### config.mk
export PLATFORM = sky130hd
export DESIGN_NAME = pss_sequencer
export DESIGN_NICKNAME = d
export VERILOG_FILES = /design/src/logic/pss_pkg.sv /design/src/logic/pss_div_if.sv /design/src/logic/pss_div.sv /design/src/logic/pss_sequencer.sv
export VERILOG_INCLUDE_DIRS = /design/src /design/src/logic
export SDC_FILE = /design/constraint.sdc
export NUM_CORES = 2
export LEC_CHECK = 0
export BUFFER_PORTS_ARGS = -buffer_cell sky130_fd_sc_hd__buf_2
export CORE_UTILIZATION = 50
export CTS_CLUSTER_DIAMETER = 60
export DETAILED_ROUTE_END_ITERATION = 8
export GPL_ROUTABILITY_DRIVEN = 0
export MAX_ROUTING_LAYER = met4
export PLACE_DENSITY = 0.7
export SLEW_MARGIN = 20
export SYNTH_ARGS = -nofsm -noshare
export SYNTH_HDL_FRONTEND = slang
export SYNTH_HIERARCHICAL = 1
export SYNTH_SLANG_ARGS = --single-unit
### constraint.sdc
create_clock -name core_clk -period 12.7 [get_ports core_clk]
set_input_delay 0.635 -clock core_clk [delete_from_list [all_inputs] [get_ports core_clk]]
set_output_delay 0.635 -clock core_clk [all_outputs]
set_load 0.02 [all_outputs]
### src/logic/pss_cfg.svh
/*
  offsets, field positions, limits and timing counts of the pll setup
  sequencer; assumes inclusion by bare name from the design files.
*/
`ifndef PSS_CFG_SVH
`define PSS_CFG_SVH
`define PSS_REG_FIN     8'h00
`define PSS_REG_REQ     8'h04
`define PSS_REG_MODE    8'h08
`define PSS_REG_LIMIT   8'h0C
`define PSS_REG_CTRL    8'h10
`define PSS_REG_STATUS  8'h14
`define PSS_REG_RESULT  8'h18
`define PSS_REG_CLOCK   8'h1C
`define PSS_REG_PLLW    8'h20
`define PSS_REG_AHBDIV  8'h24
`define PSS_CTRL_START  0
`define PSS_STAT_BUSY   0
`define PSS_STAT_DONE   1
`define PSS_FIN_MIN     32'h0000_2710
`define PSS_FIN_MAX     32'h0000_61A8
`define PSS_REQ_MIN     32'h0000_0001
`define PSS_REQ_MAX     32'h0000_C350
`define PSS_MAIN_MAX    32'h0000_C350
`define PSS_CCO_MIN     32'h0002_6160
`define PSS_CCO_MAX     32'h0004_E200
`define PSS_MODE_MAX    32'h0000_0003
`define PSS_M_MAX       6'h20
`define PSS_DIV_MAX     9'h0FF
`define PSS_WORD_RST    7'h00
`define PSS_AHB_RST     8'h01
`define PSS_LOCK_US     100
`define PSS_CLK_MHZ     20
`define PSS_LOCK_CYC    (`PSS_LOCK_US * `PSS_CLK_MHZ)
`endif

### src/logic/pss_pkg.sv
/*
  types of the pll setup sequencer; assumes nothing beyond the compiler.
*/
package pss_pkg;
  typedef enum logic [1:0] {
    match_exact, match_at_most, match_at_least, match_nearest
  } pss_match_e;
  typedef enum logic [2:0] {
    result_ok, result_bad_frequency, result_invalid_mode,
    result_no_solution, result_lock_timeout
  } pss_result_e;
  typedef enum logic [2:0] {
    st_idle, st_check, st_cand, st_quo, st_sys, st_apply, st_lock
  } pss_state_e;
endpackage

### src/logic/pss_div_if.sv
/*
  link between the sequencer and its serial divider; both run on one clock.
*/
`timescale 1ns/1ps
interface pss_div_if;
  logic        go;
  logic [31:0] num;
  logic [31:0] den;
  logic        done;
  logic [31:0] quot;
  logic [31:0] rem;
  modport master (output go, num, den, input done, quot, rem);
  modport slave  (input go, num, den, output done, quot, rem);
endinterface

### src/logic/pss_div.sv
/*
  restoring serial divider, one quotient bit per clock, 33 cycles a go;
  assumes a non-zero divisor and no new go while a division runs.
*/
`timescale 1ns/1ps
module pss_div (
  input  wire logic core_clk,
  input  wire logic rst,
  pss_div_if.slave  dv
);
  logic [5:0]  cnt, next_cnt;
  logic [31:0] q, next_q;
  logic [31:0] r, next_r;
  logic [31:0] d, next_d;
  logic        run, next_run;
  logic        fin, next_fin;
  logic [32:0] trial;

  always_comb begin
    next_cnt = cnt;
    next_q   = q;
    next_r   = r;
    next_d   = d;
    next_run = run;
    next_fin = 1'b0;
    trial    = {r, q[31]} - {1'b0, d};
    if (dv.go) begin
      next_q   = dv.num;
      next_d   = dv.den;
      next_r   = 32'h0000_0000;
      next_cnt = 6'h00;
      next_run = 1'b1;
    end else if (run) begin
      if (trial[32]) begin
        next_r = {r[30:0], q[31]};
        next_q = {q[30:0], 1'b0};
      end else begin
        next_r = trial[31:0];
        next_q = {q[30:0], 1'b1};
      end
      next_cnt = cnt + 6'h01;
      if (cnt == 6'h1F) begin
        next_run = 1'b0;
        next_fin = 1'b1;
      end
    end
  end

  always_ff @(posedge core_clk or posedge rst) begin
    if (rst) begin
      cnt <= 6'h00;
      q   <= 32'h0000_0000;
      r   <= 32'h0000_0000;
      d   <= 32'h0000_0001;
      run <= 1'b0;
      fin <= 1'b0;
    end else begin
      cnt <= next_cnt;
      q   <= next_q;
      r   <= next_r;
      d   <= next_d;
      run <= next_run;
      fin <= next_fin;
    end
  end

  assign dv.done = fin;
  assign dv.quot = q;
  assign dv.rem  = r;
endmodule

### src/logic/pss_sequencer.sv
/*
  pll setup sequencer: takes a command over the register port, searches
  multiplier, post divider and ahb divider, applies them, waits for lock when the pll is used.
  assumes pll reference selected, main clock on pll input and ahb divider
  at 1 before a command, with interrupts masked until done.
*/
// Implementation choices: the strobed register port and the register addresses.
// Behaviour
// - input frequency valid 10000 to 25000 kHz
// - requested clock valid 1 to 50000 kHz
// - bad frequency: code 1, input returned
// - main clock never above 50 MHz
// - mode codes exact, at-most, at-least, nearest
// - exact solution searched before any relaxation
// - exact mode succeeds only on exact rate
// - nearest mode picks the closest rate
// - at-most never above, at-least never below
// - unknown mode: code 2, pll untouched
// - no solution: code 3, pll untouched
// - bypass pll when division alone suffices
// - write values, switch to pll only if needed
// - success: code 0 plus achieved clock
// - zero poll limit waits forever for lock
// - poll limit exceeded: code 4, settings kept
// - lock expected within 100 microseconds
`timescale 1ns/1ps
`include "pss_cfg.svh"
module pss_sequencer
  import pss_pkg::*;
(
  input  wire logic        core_clk,
  input  wire logic        rst,
  input  wire logic [7:0]  reg_addr,
  input  wire logic [31:0] reg_wdata,
  input  wire logic        reg_wr,
  input  wire logic        reg_rd,
  output logic      [31:0] reg_rdata,
  input  wire logic        pll_locked,
  output logic      [6:0]  pll_control_word,
  output logic             pll_power_on,
  output logic             main_clk_from_pll,
  output logic      [7:0]  ahb_clock_divider,
  output logic             busy,
  output logic             done
);
  pss_div_if dvi ();

  pss_div u_div (
    .core_clk (core_clk),
    .rst      (rst),
    .dv       (dvi.slave)
  );

  pss_state_e  st, next_st;
  logic [31:0] p_fin, next_p_fin;
  logic [31:0] p_req, next_p_req;
  logic [31:0] p_mode, next_p_mode;
  logic [31:0] p_limit, next_p_limit;
  logic [2:0]  res_code, next_res_code;
  logic [31:0] res_clk, next_res_clk;
  logic        done_r, next_done_r;
  logic        done_flag, next_done_flag;
  logic [5:0]  m_idx, next_m_idx;
  logic [8:0]  cur_div, next_cur_div;
  logic        try_hi, next_try_hi;
  logic        b_found, next_b_found;
  logic        b_exact, next_b_exact;
  logic [5:0]  b_m, next_b_m;
  logic [1:0]  b_p, next_b_p;
  logic [7:0]  b_div, next_b_div;
  logic [31:0] b_sys, next_b_sys;
  logic [31:0] b_err, next_b_err;
  logic [6:0]  pw, next_pw;
  logic        pwr, next_pwr;
  logic        msel, next_msel;
  logic [7:0]  ahb, next_ahb;
  logic [6:0]  old_pw, next_old_pw;
  logic        old_pwr, next_old_pwr;
  logic [31:0] polls, next_polls;
  logic        go, next_go;
  logic [31:0] num, next_num;
  logic [31:0] den, next_den;
  logic [31:0] rdata, next_rdata;

  logic [31:0] cand_main;
  logic [3:0]  p_ok;
  logic [1:0]  p_sel;
  logic        cand_ok;
  logic        ex, above, below, allowed, take;
  logic [31:0] err;
  logic [31:0] qclip;
  pss_match_e  mode;

  assign mode = pss_match_e'(p_mode[1:0]);
  assign cand_main = (m_idx == 6'h00) ? p_fin :
                     32'(p_fin * {26'h0, m_idx});

  // cco window checked for each post divider 2, 4, 8, 16
  for (genvar g = 0; g < 4; g++) begin : g_post
    logic [31:0] cco;
    assign cco     = cand_main << (g + 1);
    assign p_ok[g] = (cco >= `PSS_CCO_MIN) && (cco <= `PSS_CCO_MAX);
  end

  always_comb begin
    p_sel = 2'h0;
    if (p_ok[0])
      p_sel = 2'h0;
    else if (p_ok[1])
      p_sel = 2'h1;
    else if (p_ok[2])
      p_sel = 2'h2;
    else
      p_sel = 2'h3;
  end

  // bypass needs no cco window; pll paths must keep main clock in range
  assign cand_ok = (m_idx == 6'h00) ||
                   ((cand_main <= `PSS_MAIN_MAX) && (|p_ok));

  // quality of the division just finished
  assign ex    = (dvi.rem == 32'h0) && (dvi.quot == p_req);
  assign above = (dvi.quot > p_req) ||
                 ((dvi.quot == p_req) && (dvi.rem != 32'h0));
  assign below = dvi.quot < p_req;
  assign err   = above ? dvi.quot - p_req : p_req - dvi.quot;
  always_comb begin
    unique case (mode)
      match_exact:    allowed = ex;
      match_at_most:  allowed = ex || !above;
      match_at_least: allowed = ex || !below;
      match_nearest:  allowed = 1'b1;
    endcase
  end
  // exact beats everything; ties keep the earlier, bypass first
  assign take = allowed && (!b_found || (ex && !b_exact) ||
                (!b_exact && !ex && err < b_err));
  assign qclip = (dvi.quot == 32'h0) ? 32'h1 :
                 (dvi.quot > 32'(`PSS_DIV_MAX)) ? 32'(`PSS_DIV_MAX) :
                 dvi.quot;

  always_comb begin
    next_st        = st;
    next_p_fin     = p_fin;
    next_p_req     = p_req;
    next_p_mode    = p_mode;
    next_p_limit   = p_limit;
    next_res_code  = res_code;
    next_res_clk   = res_clk;
    next_done_r    = 1'b0;
    next_done_flag = done_flag;
    next_m_idx     = m_idx;
    next_cur_div   = cur_div;
    next_try_hi    = try_hi;
    next_b_found   = b_found;
    next_b_exact   = b_exact;
    next_b_m       = b_m;
    next_b_p       = b_p;
    next_b_div     = b_div;
    next_b_sys     = b_sys;
    next_b_err     = b_err;
    next_pw        = pw;
    next_pwr       = pwr;
    next_msel      = msel;
    next_ahb       = ahb;
    next_old_pw    = old_pw;
    next_old_pwr   = old_pwr;
    next_polls     = polls;
    next_go        = 1'b0;
    next_num       = num;
    next_den       = den;
    next_rdata     = 32'h0000_0000;

    // register port; parameters frozen while a command runs
    if (reg_wr && st == st_idle) begin
      unique case (reg_addr)
        `PSS_REG_FIN:   next_p_fin   = reg_wdata;
        `PSS_REG_REQ:   next_p_req   = reg_wdata;
        `PSS_REG_MODE:  next_p_mode  = reg_wdata;
        `PSS_REG_LIMIT: next_p_limit = reg_wdata;
        `PSS_REG_CTRL: begin
          if (reg_wdata[`PSS_CTRL_START])
            next_st = st_check;
        end
        default: ;
      endcase
    end
    if (reg_rd) begin
      unique case (reg_addr)
        `PSS_REG_FIN:    next_rdata = p_fin;
        `PSS_REG_REQ:    next_rdata = p_req;
        `PSS_REG_MODE:   next_rdata = p_mode;
        `PSS_REG_LIMIT:  next_rdata = p_limit;
        `PSS_REG_STATUS: begin
          next_rdata[`PSS_STAT_BUSY] = (st != st_idle);
          next_rdata[`PSS_STAT_DONE] = done_flag;
          next_done_flag = 1'b0;
        end
        `PSS_REG_RESULT: next_rdata = {29'h0, res_code};
        `PSS_REG_CLOCK:  next_rdata = res_clk;
        `PSS_REG_PLLW:   next_rdata = {25'h0, pw};
        `PSS_REG_AHBDIV: next_rdata = {24'h0, ahb};
        default:         next_rdata = 32'h0000_0000;
      endcase
    end

    unique case (st)
      st_idle: ;
      st_check: begin
        next_res_clk = p_fin;
        if (p_fin < `PSS_FIN_MIN || p_fin > `PSS_FIN_MAX ||
            p_req < `PSS_REQ_MIN || p_req > `PSS_REQ_MAX) begin
          next_res_code = result_bad_frequency;
          next_st       = st_idle;
          next_done_r   = 1'b1;
        end else if (p_mode > `PSS_MODE_MAX) begin
          next_res_code = result_invalid_mode;
          next_st       = st_idle;
          next_done_r   = 1'b1;
        end else begin
          next_m_idx   = 6'h00;
          next_b_found = 1'b0;
          next_b_exact = 1'b0;
          next_st      = st_cand;
        end
      end
      st_cand: begin
        if (m_idx > `PSS_M_MAX) begin
          if (b_found) begin
            next_st = st_apply;
          end else begin
            next_res_code = result_no_solution;
            next_st       = st_idle;
            next_done_r   = 1'b1;
          end
        end else if (!cand_ok) begin
          next_m_idx = m_idx + 6'h01;
        end else begin
          next_num = cand_main;
          next_den = p_req;
          next_go  = 1'b1;
          next_st  = st_quo;
        end
      end
      st_quo: if (dvi.done) begin
        // floor and floor+1 bracket the request for this main clock
        next_cur_div = qclip[8:0];
        next_try_hi  = 1'b0;
        next_den     = qclip;
        next_go      = 1'b1;
        next_st      = st_sys;
      end
      st_sys: if (dvi.done) begin
        if (take) begin
          next_b_found = 1'b1;
          next_b_exact = ex;
          next_b_m     = m_idx;
          next_b_p     = p_sel;
          next_b_div   = cur_div[7:0];
          next_b_sys   = dvi.quot;
          next_b_err   = err;
        end
        if (!try_hi && cur_div < `PSS_DIV_MAX) begin
          next_cur_div = cur_div + 9'h001;
          next_try_hi  = 1'b1;
          next_den     = {23'h0, cur_div + 9'h001};
          next_go      = 1'b1;
        end else begin
          next_m_idx = m_idx + 6'h01;
          next_st    = st_cand;
        end
      end
      st_apply: begin
        next_old_pw  = pw;
        next_old_pwr = pwr;
        next_polls   = 32'h0000_0000;
        if (b_m == 6'h00) begin
          next_ahb      = b_div;
          next_msel     = 1'b0;
          next_res_code = result_ok;
          next_res_clk  = b_sys;
          next_st       = st_idle;
          next_done_r   = 1'b1;
        end else begin
          next_pw  = {b_p, 5'(b_m - 6'h01)};
          next_pwr = 1'b1;
          next_st  = st_lock;
        end
      end
      st_lock: begin
        if (pll_locked) begin
          // divider set only as main clock moves here; only bypass sets it on the input
          next_ahb      = b_div;
          next_msel     = 1'b1;
          next_res_code = result_ok;
          next_res_clk  = b_sys;
          next_st       = st_idle;
          next_done_r   = 1'b1;
        end else begin
          next_polls = polls + 32'h1;
          if (p_limit != 32'h0 && polls + 32'h1 >= p_limit) begin
            next_pw       = old_pw;
            next_pwr      = old_pwr;
            next_res_code = result_lock_timeout;
            next_res_clk  = p_fin;
            next_st       = st_idle;
            next_done_r   = 1'b1;
          end
        end
      end
    endcase
    if (done_r)
      next_done_flag = 1'b1; // set wins over read clear
  end

  always_ff @(posedge core_clk or posedge rst) begin
    if (rst) begin
      st        <= st_idle;
      p_fin     <= 32'h0000_0000;
      p_req     <= 32'h0000_0000;
      p_mode    <= 32'h0000_0000;
      p_limit   <= 32'h0000_0000;
      res_code  <= 3'h0;
      res_clk   <= 32'h0000_0000;
      done_r    <= 1'b0;
      done_flag <= 1'b0;
      m_idx     <= 6'h00;
      cur_div   <= 9'h001;
      try_hi    <= 1'b0;
      b_found   <= 1'b0;
      b_exact   <= 1'b0;
      b_m       <= 6'h00;
      b_p       <= 2'h0;
      b_div     <= 8'h01;
      b_sys     <= 32'h0000_0000;
      b_err     <= 32'h0000_0000;
      pw        <= `PSS_WORD_RST;
      pwr       <= 1'b0;
      msel      <= 1'b0;
      ahb       <= `PSS_AHB_RST;
      old_pw    <= `PSS_WORD_RST;
      old_pwr   <= 1'b0;
      polls     <= 32'h0000_0000;
      go        <= 1'b0;
      num       <= 32'h0000_0000;
      den       <= 32'h0000_0001;
      rdata     <= 32'h0000_0000;
    end else begin
      st        <= next_st;
      p_fin     <= next_p_fin;
      p_req     <= next_p_req;
      p_mode    <= next_p_mode;
      p_limit   <= next_p_limit;
      res_code  <= next_res_code;
      res_clk   <= next_res_clk;
      done_r    <= next_done_r;
      done_flag <= next_done_flag;
      m_idx     <= next_m_idx;
      cur_div   <= next_cur_div;
      try_hi    <= next_try_hi;
      b_found   <= next_b_found;
      b_exact   <= next_b_exact;
      b_m       <= next_b_m;
      b_p       <= next_b_p;
      b_div     <= next_b_div;
      b_sys     <= next_b_sys;
      b_err     <= next_b_err;
      pw        <= next_pw;
      pwr       <= next_pwr;
      msel      <= next_msel;
      ahb       <= next_ahb;
      old_pw    <= next_old_pw;
      old_pwr   <= next_old_pwr;
      polls     <= next_polls;
      go        <= next_go;
      num       <= next_num;
      den       <= next_den;
      rdata     <= next_rdata;
    end
  end

  assign dvi.go  = go;
  assign dvi.num = num;
  assign dvi.den = den;

  assign reg_rdata         = rdata;
  assign pll_control_word  = pw;
  assign pll_power_on      = pwr;
  assign main_clk_from_pll = msel;
  assign ahb_clock_divider = ahb;
  assign busy              = (st != st_idle);
  assign done              = done_r;
endmodule

After elaboration in Yosys (flattened, before gate mapping). Cells that the tools add are included.

Add/subtract/negate cells: 8. Multipliers: 1. $lt $le $gt $ge: 21. Eq/ne operators: 39. Mux-type cells: 114. Bitwise gates (word level): 1. Reduce and logical (&&, ||, !) cells: 66.

Operators by type and width (number): 32-bit two-way mux (19); 30-bit case mux with 8 select lines (1); 32-bit case mux with 3 select lines (2); 32-bit by 18-bit greater-or-equal comparator with 1-bit output, second input constant (4); 32-bit by 19-bit less-or-equal comparator with 1-bit output, second input constant (4); 32-bit logical NOT (2); 32-bit < comparator (2); 32-bit case mux with 2 select lines (1); 32-bit nonzero test (2); 32-bit subtractor (2); 3-bit two-way mux (19); 6-bit two-way mux (8); 1-bit two-way mux (37); 33-bit by 32-bit subtractor with 33-bit output (1); 32-bit by 1-bit adder with 32-bit output, second input constant (1); 32-bit == test (1); 8-bit by 5-bit == test with 1-bit output, second input constant (4); 32-bit greater-or-equal comparator (1); 32-bit by 15-bit greater-than comparator with 1-bit output, second input constant (1); 32-bit by 16-bit greater-than comparator with 1-bit output, second input constant (1); 32-bit by 2-bit greater-than comparator with 1-bit output, second input constant (1); 32-bit greater-than comparator (1); 32-bit by 8-bit greater-than comparator with 1-bit output, second input constant (1); 32-bit by 16-bit less-or-equal comparator with 1-bit output, second input constant (1); 52 further kinds (133).

Bits in registers: 524. Word-level logic and storage cells: 286.

Depth between registers and ports, before layout.
Depth in word-level cells: 11. Gate-level depth with buffers: 31. Mapped depth without buffers: 28.

Modules after synthesis. Netlist, hierarchy kept.

Modules (own cells, without submodules): pss_sequencer (instances 1, cells an instance 3377, area each 31156.1 µm²); pss_div (instances 1, cells an instance 715, area each 6257.3 µm²).

Least setup slack after synthesis. OpenSTA, ideal clock, no wires.

Path type: flip-flop to flip-flop. Start: reg m_idx[5]. End: reg den[10]. Setup time: 0.125 ns. Arrival time: 6.287 ns. Path slack: 6.288 ns. Stages on the path, launching flop included: 25. Path buffers: 5. Path through: dfrtp_1 > clkbuf_1 > clkbuf_1 > and2_1 > fa_1 > fa_1 > inv_1 > fa_1 > inv_1 > ha_1 > clkbuf_1 > a21oi_1 > o21ai_0 > or3_1 > mux2_2 > and2_1 > clkbuf_1 > or4_1 > or4_1 > a21oi_2 > a32oi_2 > a21oi_4 > a31oi_4 > buf_6 > mux2_4.

Word-level cells in the longest chain between the ends: 9. Elaborated cells between the ends (all ways): 23.

RTL lines: start: declaration (RTL line pss_sequencer.sv:63) `logic [5:0] m_idx, next_m_idx;`; start signal: assignment (RTL line pss_sequencer.sv:358) `m_idx <= next_m_idx;`; 32-bit by 6-bit multiplier with 32-bit output / 6-bit logical NOT (equally long branches) (RTL line pss_sequencer.sv:96, pss_sequencer.sv:95, pss_sequencer.sv:118); 32-bit two-way mux (RTL line pss_sequencer.sv:95) `assign cand_main = (m_idx == 6'h00) ? p_fin :`; 32-bit by 18-bit greater-or-equal comparator with 1-bit output (no line) / 32-bit by 19-bit less-or-equal comparator with 1-bit output (equally long branches); 1-bit logical AND (RTL line pss_sequencer.sv:102) `` assign p_ok[g] = (cco >= `PSS_CCO_MIN) && (cco <= `PSS_CCO_MAX); ``; 4-bit OR reduction (RTL line pss_sequencer.sv:119) `` ((cand_main <= `PSS_MAIN_MAX) && (|p_ok)); ``; 1-bit logical AND (RTL line pss_sequencer.sv:119); 1-bit logical OR (RTL line pss_sequencer.sv:118) `assign cand_ok = (m_idx == 6'h00) ||`; 2-bit != test (no line); 6-bit AND reduction (no line) *; end signal: assignment (RTL line pss_sequencer.sv:377) `den <= next_den;`; end: declaration (RTL line pss_sequencer.sv:82) `logic [31:0] den, next_den;`.

Mark *: on every way between the ends. The rest lies on a longest branch, timed or not. A chain may end at the register's enable or synchronous reset.

Final worst setup path.
Start: reg p_fin[3]. End: reg num[31], in the netlist dvi.num[31].

Word-level cells in the longest chain between the ends: 8. Elaborated cells between the ends (all ways): 19.

RTL lines: start: declaration (RTL line pss_sequencer.sv:55) `logic [31:0] p_fin, next_p_fin;`; start signal: assignment (RTL line pss_sequencer.sv:350) `p_fin <= next_p_fin;`; 32-bit by 6-bit multiplier with 32-bit output (RTL line pss_sequencer.sv:96) `32'(p_fin * {26'h0, m_idx});`; 32-bit two-way mux * (RTL line pss_sequencer.sv:95); 32-bit by 18-bit greater-or-equal comparator with 1-bit output (no line) / 32-bit by 19-bit less-or-equal comparator with 1-bit output (equally long branches); 1-bit logical AND (RTL line pss_sequencer.sv:102); 4-bit OR reduction (RTL line pss_sequencer.sv:119); 1-bit logical AND (RTL line pss_sequencer.sv:119); 1-bit logical OR (RTL line pss_sequencer.sv:118); 3-bit AND reduction (no line); end signal: assignment (RTL line pss_sequencer.sv:376) `num <= next_num;`; end: declaration (RTL line pss_sequencer.sv:81) `logic [31:0] num, next_num;`.

Marked as above.

==> run summary <==
outcome -> finished clean
Setup Fix Bufs, Post-CTS -> 0
Syn Nets -> 4455
Final Hold Viols -> 0
mean post-synth cell area -> 9.14 um2
worst hold path class -> in -> async
GRT Overall Usage -> 0.307
Final nets -> 4390
total CTS buffers -> 59
clk_lat worst skew -> 660 ps
worst hold slack -> 176 ps
Synth area leaders -> dfrtp_1 (35%), ha_1 (6.9%), fa_1 (6.0%)
Main synth FF type -> dfrtp_1
Die ar. -> 75900 um2
DP HPWL -> 83100 um
worst path arrival time -> 8160 ps
CP Max Fanout -> 27
final setup TNS -> 0 ps
Mapped Cells -> 4092
WL final -> 112000 um
PostCTS Resize Cnt -> 0
Seq pwr share -> 0.483
largest net degree at the start of global routing -> 167
Final Slew Violations -> 0
global-route wire length before repair -> 177000 um
antenna violations before repair -> 2
Rows -> 99
Die Height -> 276 um
Synth-to-Final Area Change -> 7.89%
worst reg2reg path endpoint -> dvi.num[31]$_DFFE_PP0P_
RR Startpoint -> p_fin[3]$_DFFE_PP0P_
sw frac -> 0.225
initial cell density of the core -> 0.509
RSZ-0062 raised after global routing -> no
layout cells sized above 1 -> 0.130
Final Setup Violations -> 0
Core Area -> 73500 um2
Post-synth top cells -> dfrtp_1 (519), nand2_1 (493), inv_1 (314)
Maximum Capacitance Violations -> 0
CTS Sinks -> 524
Register-to-Register Path Depth -> 20
Leak -> 0.0194 uW
router iterations before antenna repair -> 7
post-synth top area cell -> dfrtp_1
die width -> 276 um
Clk network pwr share -> 0.499
Rel. slew slack -> 0.231
count leader, synth -> dfrtp_1
min Tclk post-route -> 7640 ps
post-synth top area share -> 0.347
via density per instance -> 6.23
mapped cell area -> 37400 um2
cts hold-fix bufs -> 0
number of synthesized register bits -> 524
Post-DRT Antenna Nets -> 0
critical path type -> reg -> reg
combinational fraction of design power -> 0.018
r2r setup slk -> 5060 ps
maximum VDD drop -> 0.000106 V
pwr/cell area -> 85.7 nW/um2
Max Clk Rate -> 131 MHz
register area share after synthesis -> 0.351
worst path required time -> 13230 ps
root buffer cell -> clkbuf_16
post-synth cell types -> 94
crit path from -> p_fin[3]$_DFFE_PP0P_
number of enable flip-flop cells after synthesis -> 0
Worst-path clk slew -> 60 ps
Buffers on Ports -> 95
total gr overflow -> 0
crit start category -> register
Syn. warnings -> 6
internal power -> 2680 uW
Clock Path Buffers -> 3
1st-iter DRT viols -> 3352
mean routed wirelength per cell -> 22.3 um
Slew @ Worst Pin -> 1150 ps
I/O Pins -> 96
NetSw -> 779 uW
via count of the first global-routing pass -> 30620
H-Tree Depth -> 2
Critical Path End Type -> register
Async S/R FF share, synth -> 1.00
vias post-DR -> 31385
CTS tree -> yes
number of remaining DRC errors -> 0
Clock Skew -> 36.8 ps
Period Utilization, post-route -> 0.601
## per-stage QoR
| step | utilization | cell area, um2 | std cells | total power, uW | setup WS [ps] |
|---|---|---|---|---|---|
| final | 0.550 | 40400 | 5037 | 3460 | 5060 |
| after floorplan | - | 37400 | 4092 | 1730 | 380 |
| after CTS | 0.549 | 40300 | 5033 | 3480 | 5240 |
| after detailed placement | 0.523 | 38400 | 4925 | 1760 | 5290 |
| after global routing | 0.549 | 40400 | 5036 | 3550 | 4730 |
| after global placement | 0.523 | 38400 | 4925 | 1760 | 5350 |
## power by group through the flow
stage	logic [uW]	clock network [uW]	registers (uW)
3_5_place_dp	63.6	0	1700
5_1_grt	70.4	1810	1670
6_report	62.8	1730	1670
3_3_place_gp	63.3	0	1700
4_1_cts	63.8	1750	1670
2_1_floorplan	31.6	0	1700
## cell families after synthesis
| kind of cell | share of synthesized area |
|---|---|
| AOI/OAI and AO/OA | 0.178 |
| DFF | 0.351 |
| adders and majority gates | 0.129 |
| muxes | 0.0976 |
| xor gates and xnor gates | 0.0300 |
| and+or+nand+nor | 0.156 |
| buffers and inverters | 0.0593 |
## worst max-delay path by stage
stage                                                   to  cells past startpoint
after floorplan           ahb_clock_divider[1]$_DFFE_PP0P_                      1
after global placement             dvi.num[31]$_DFFE_PP0P_                     21
after detailed placement           dvi.num[31]$_DFFE_PP0P_                     20
after CTS                          dvi.num[31]$_DFFE_PP0P_                     20
after global routing               dvi.num[29]$_DFFE_PP0P_                     20
final                              dvi.num[31]$_DFFE_PP0P_                     20
## layout by cell type (no fill, tap or decap), types with 20 or more instances in the layout
cell and count:
nor2b_1 26, or3_1 20, buf_2 95, nand2_1 493, o21ai_0 311, xor2_1 51, nand4_1 60, and3_1 36
nor3_1 34, nand3_1 62, mux2_2 195, dfrtp_1 517, a222oi_1 27, nor4_1 55, nor2_1 232, clkbuf_16 59
a21oi_1 223, inv_1 312, mux2i_1 60, fa_1 112, a31oi_1 36, a311oi_1 37, a21o_1 82, xnor2_1 75
o31ai_1 21, buf_4 35, o211ai_1 22, and2_1 135, a211oi_1 26, mux2_4 54, ha_1 206, a22o_1 55
## metal layers
metal  wire length, um  up-vias  part of all wire  GRT usage
met5                 0        -                 0          -
li1                  -    14250                 -          -
met4              4470        0             0.040      0.116
met1             46500    15422              0.41      0.401
met2             50500     1430              0.45      0.467
met3             11000      283             0.098     0.0649
## critical path: stages (launching register included)
cell and delay (ps):
dfrtp_1 850, and2_1 260, fa_1 460, fa_1 550, inv_1 60, fa_1 530, inv_1 40, ha_1 480
o211ai_1 180, a21boi_0 480, nand3_1 210, a211oi_1 370, nor3_1 90, o31ai_1 600, nor2_1 220, and4b_1 330
a32oi_2 360, a21oi_4 160, o211ai_4 360, buf_4 480, mux2_2 390
## final cells by class
| class | count | area [um2] |
|---|---|---|
| multi-input cells | 2995 | 22100 |
| diodes | 4 | 10.0 |
| clock inverters | 19 | 229 |
| clock buffers | 89 | 1700 |
| repair buffers | 132 | 769 |
| inverters | 315 | 1190 |
| well taps | 959 | 1200 |
| fillers | 6578 | 33100 |
| flip-flops and latches | 524 | 13100 |
No activity file was read; power rests on OpenSTA's default activity.
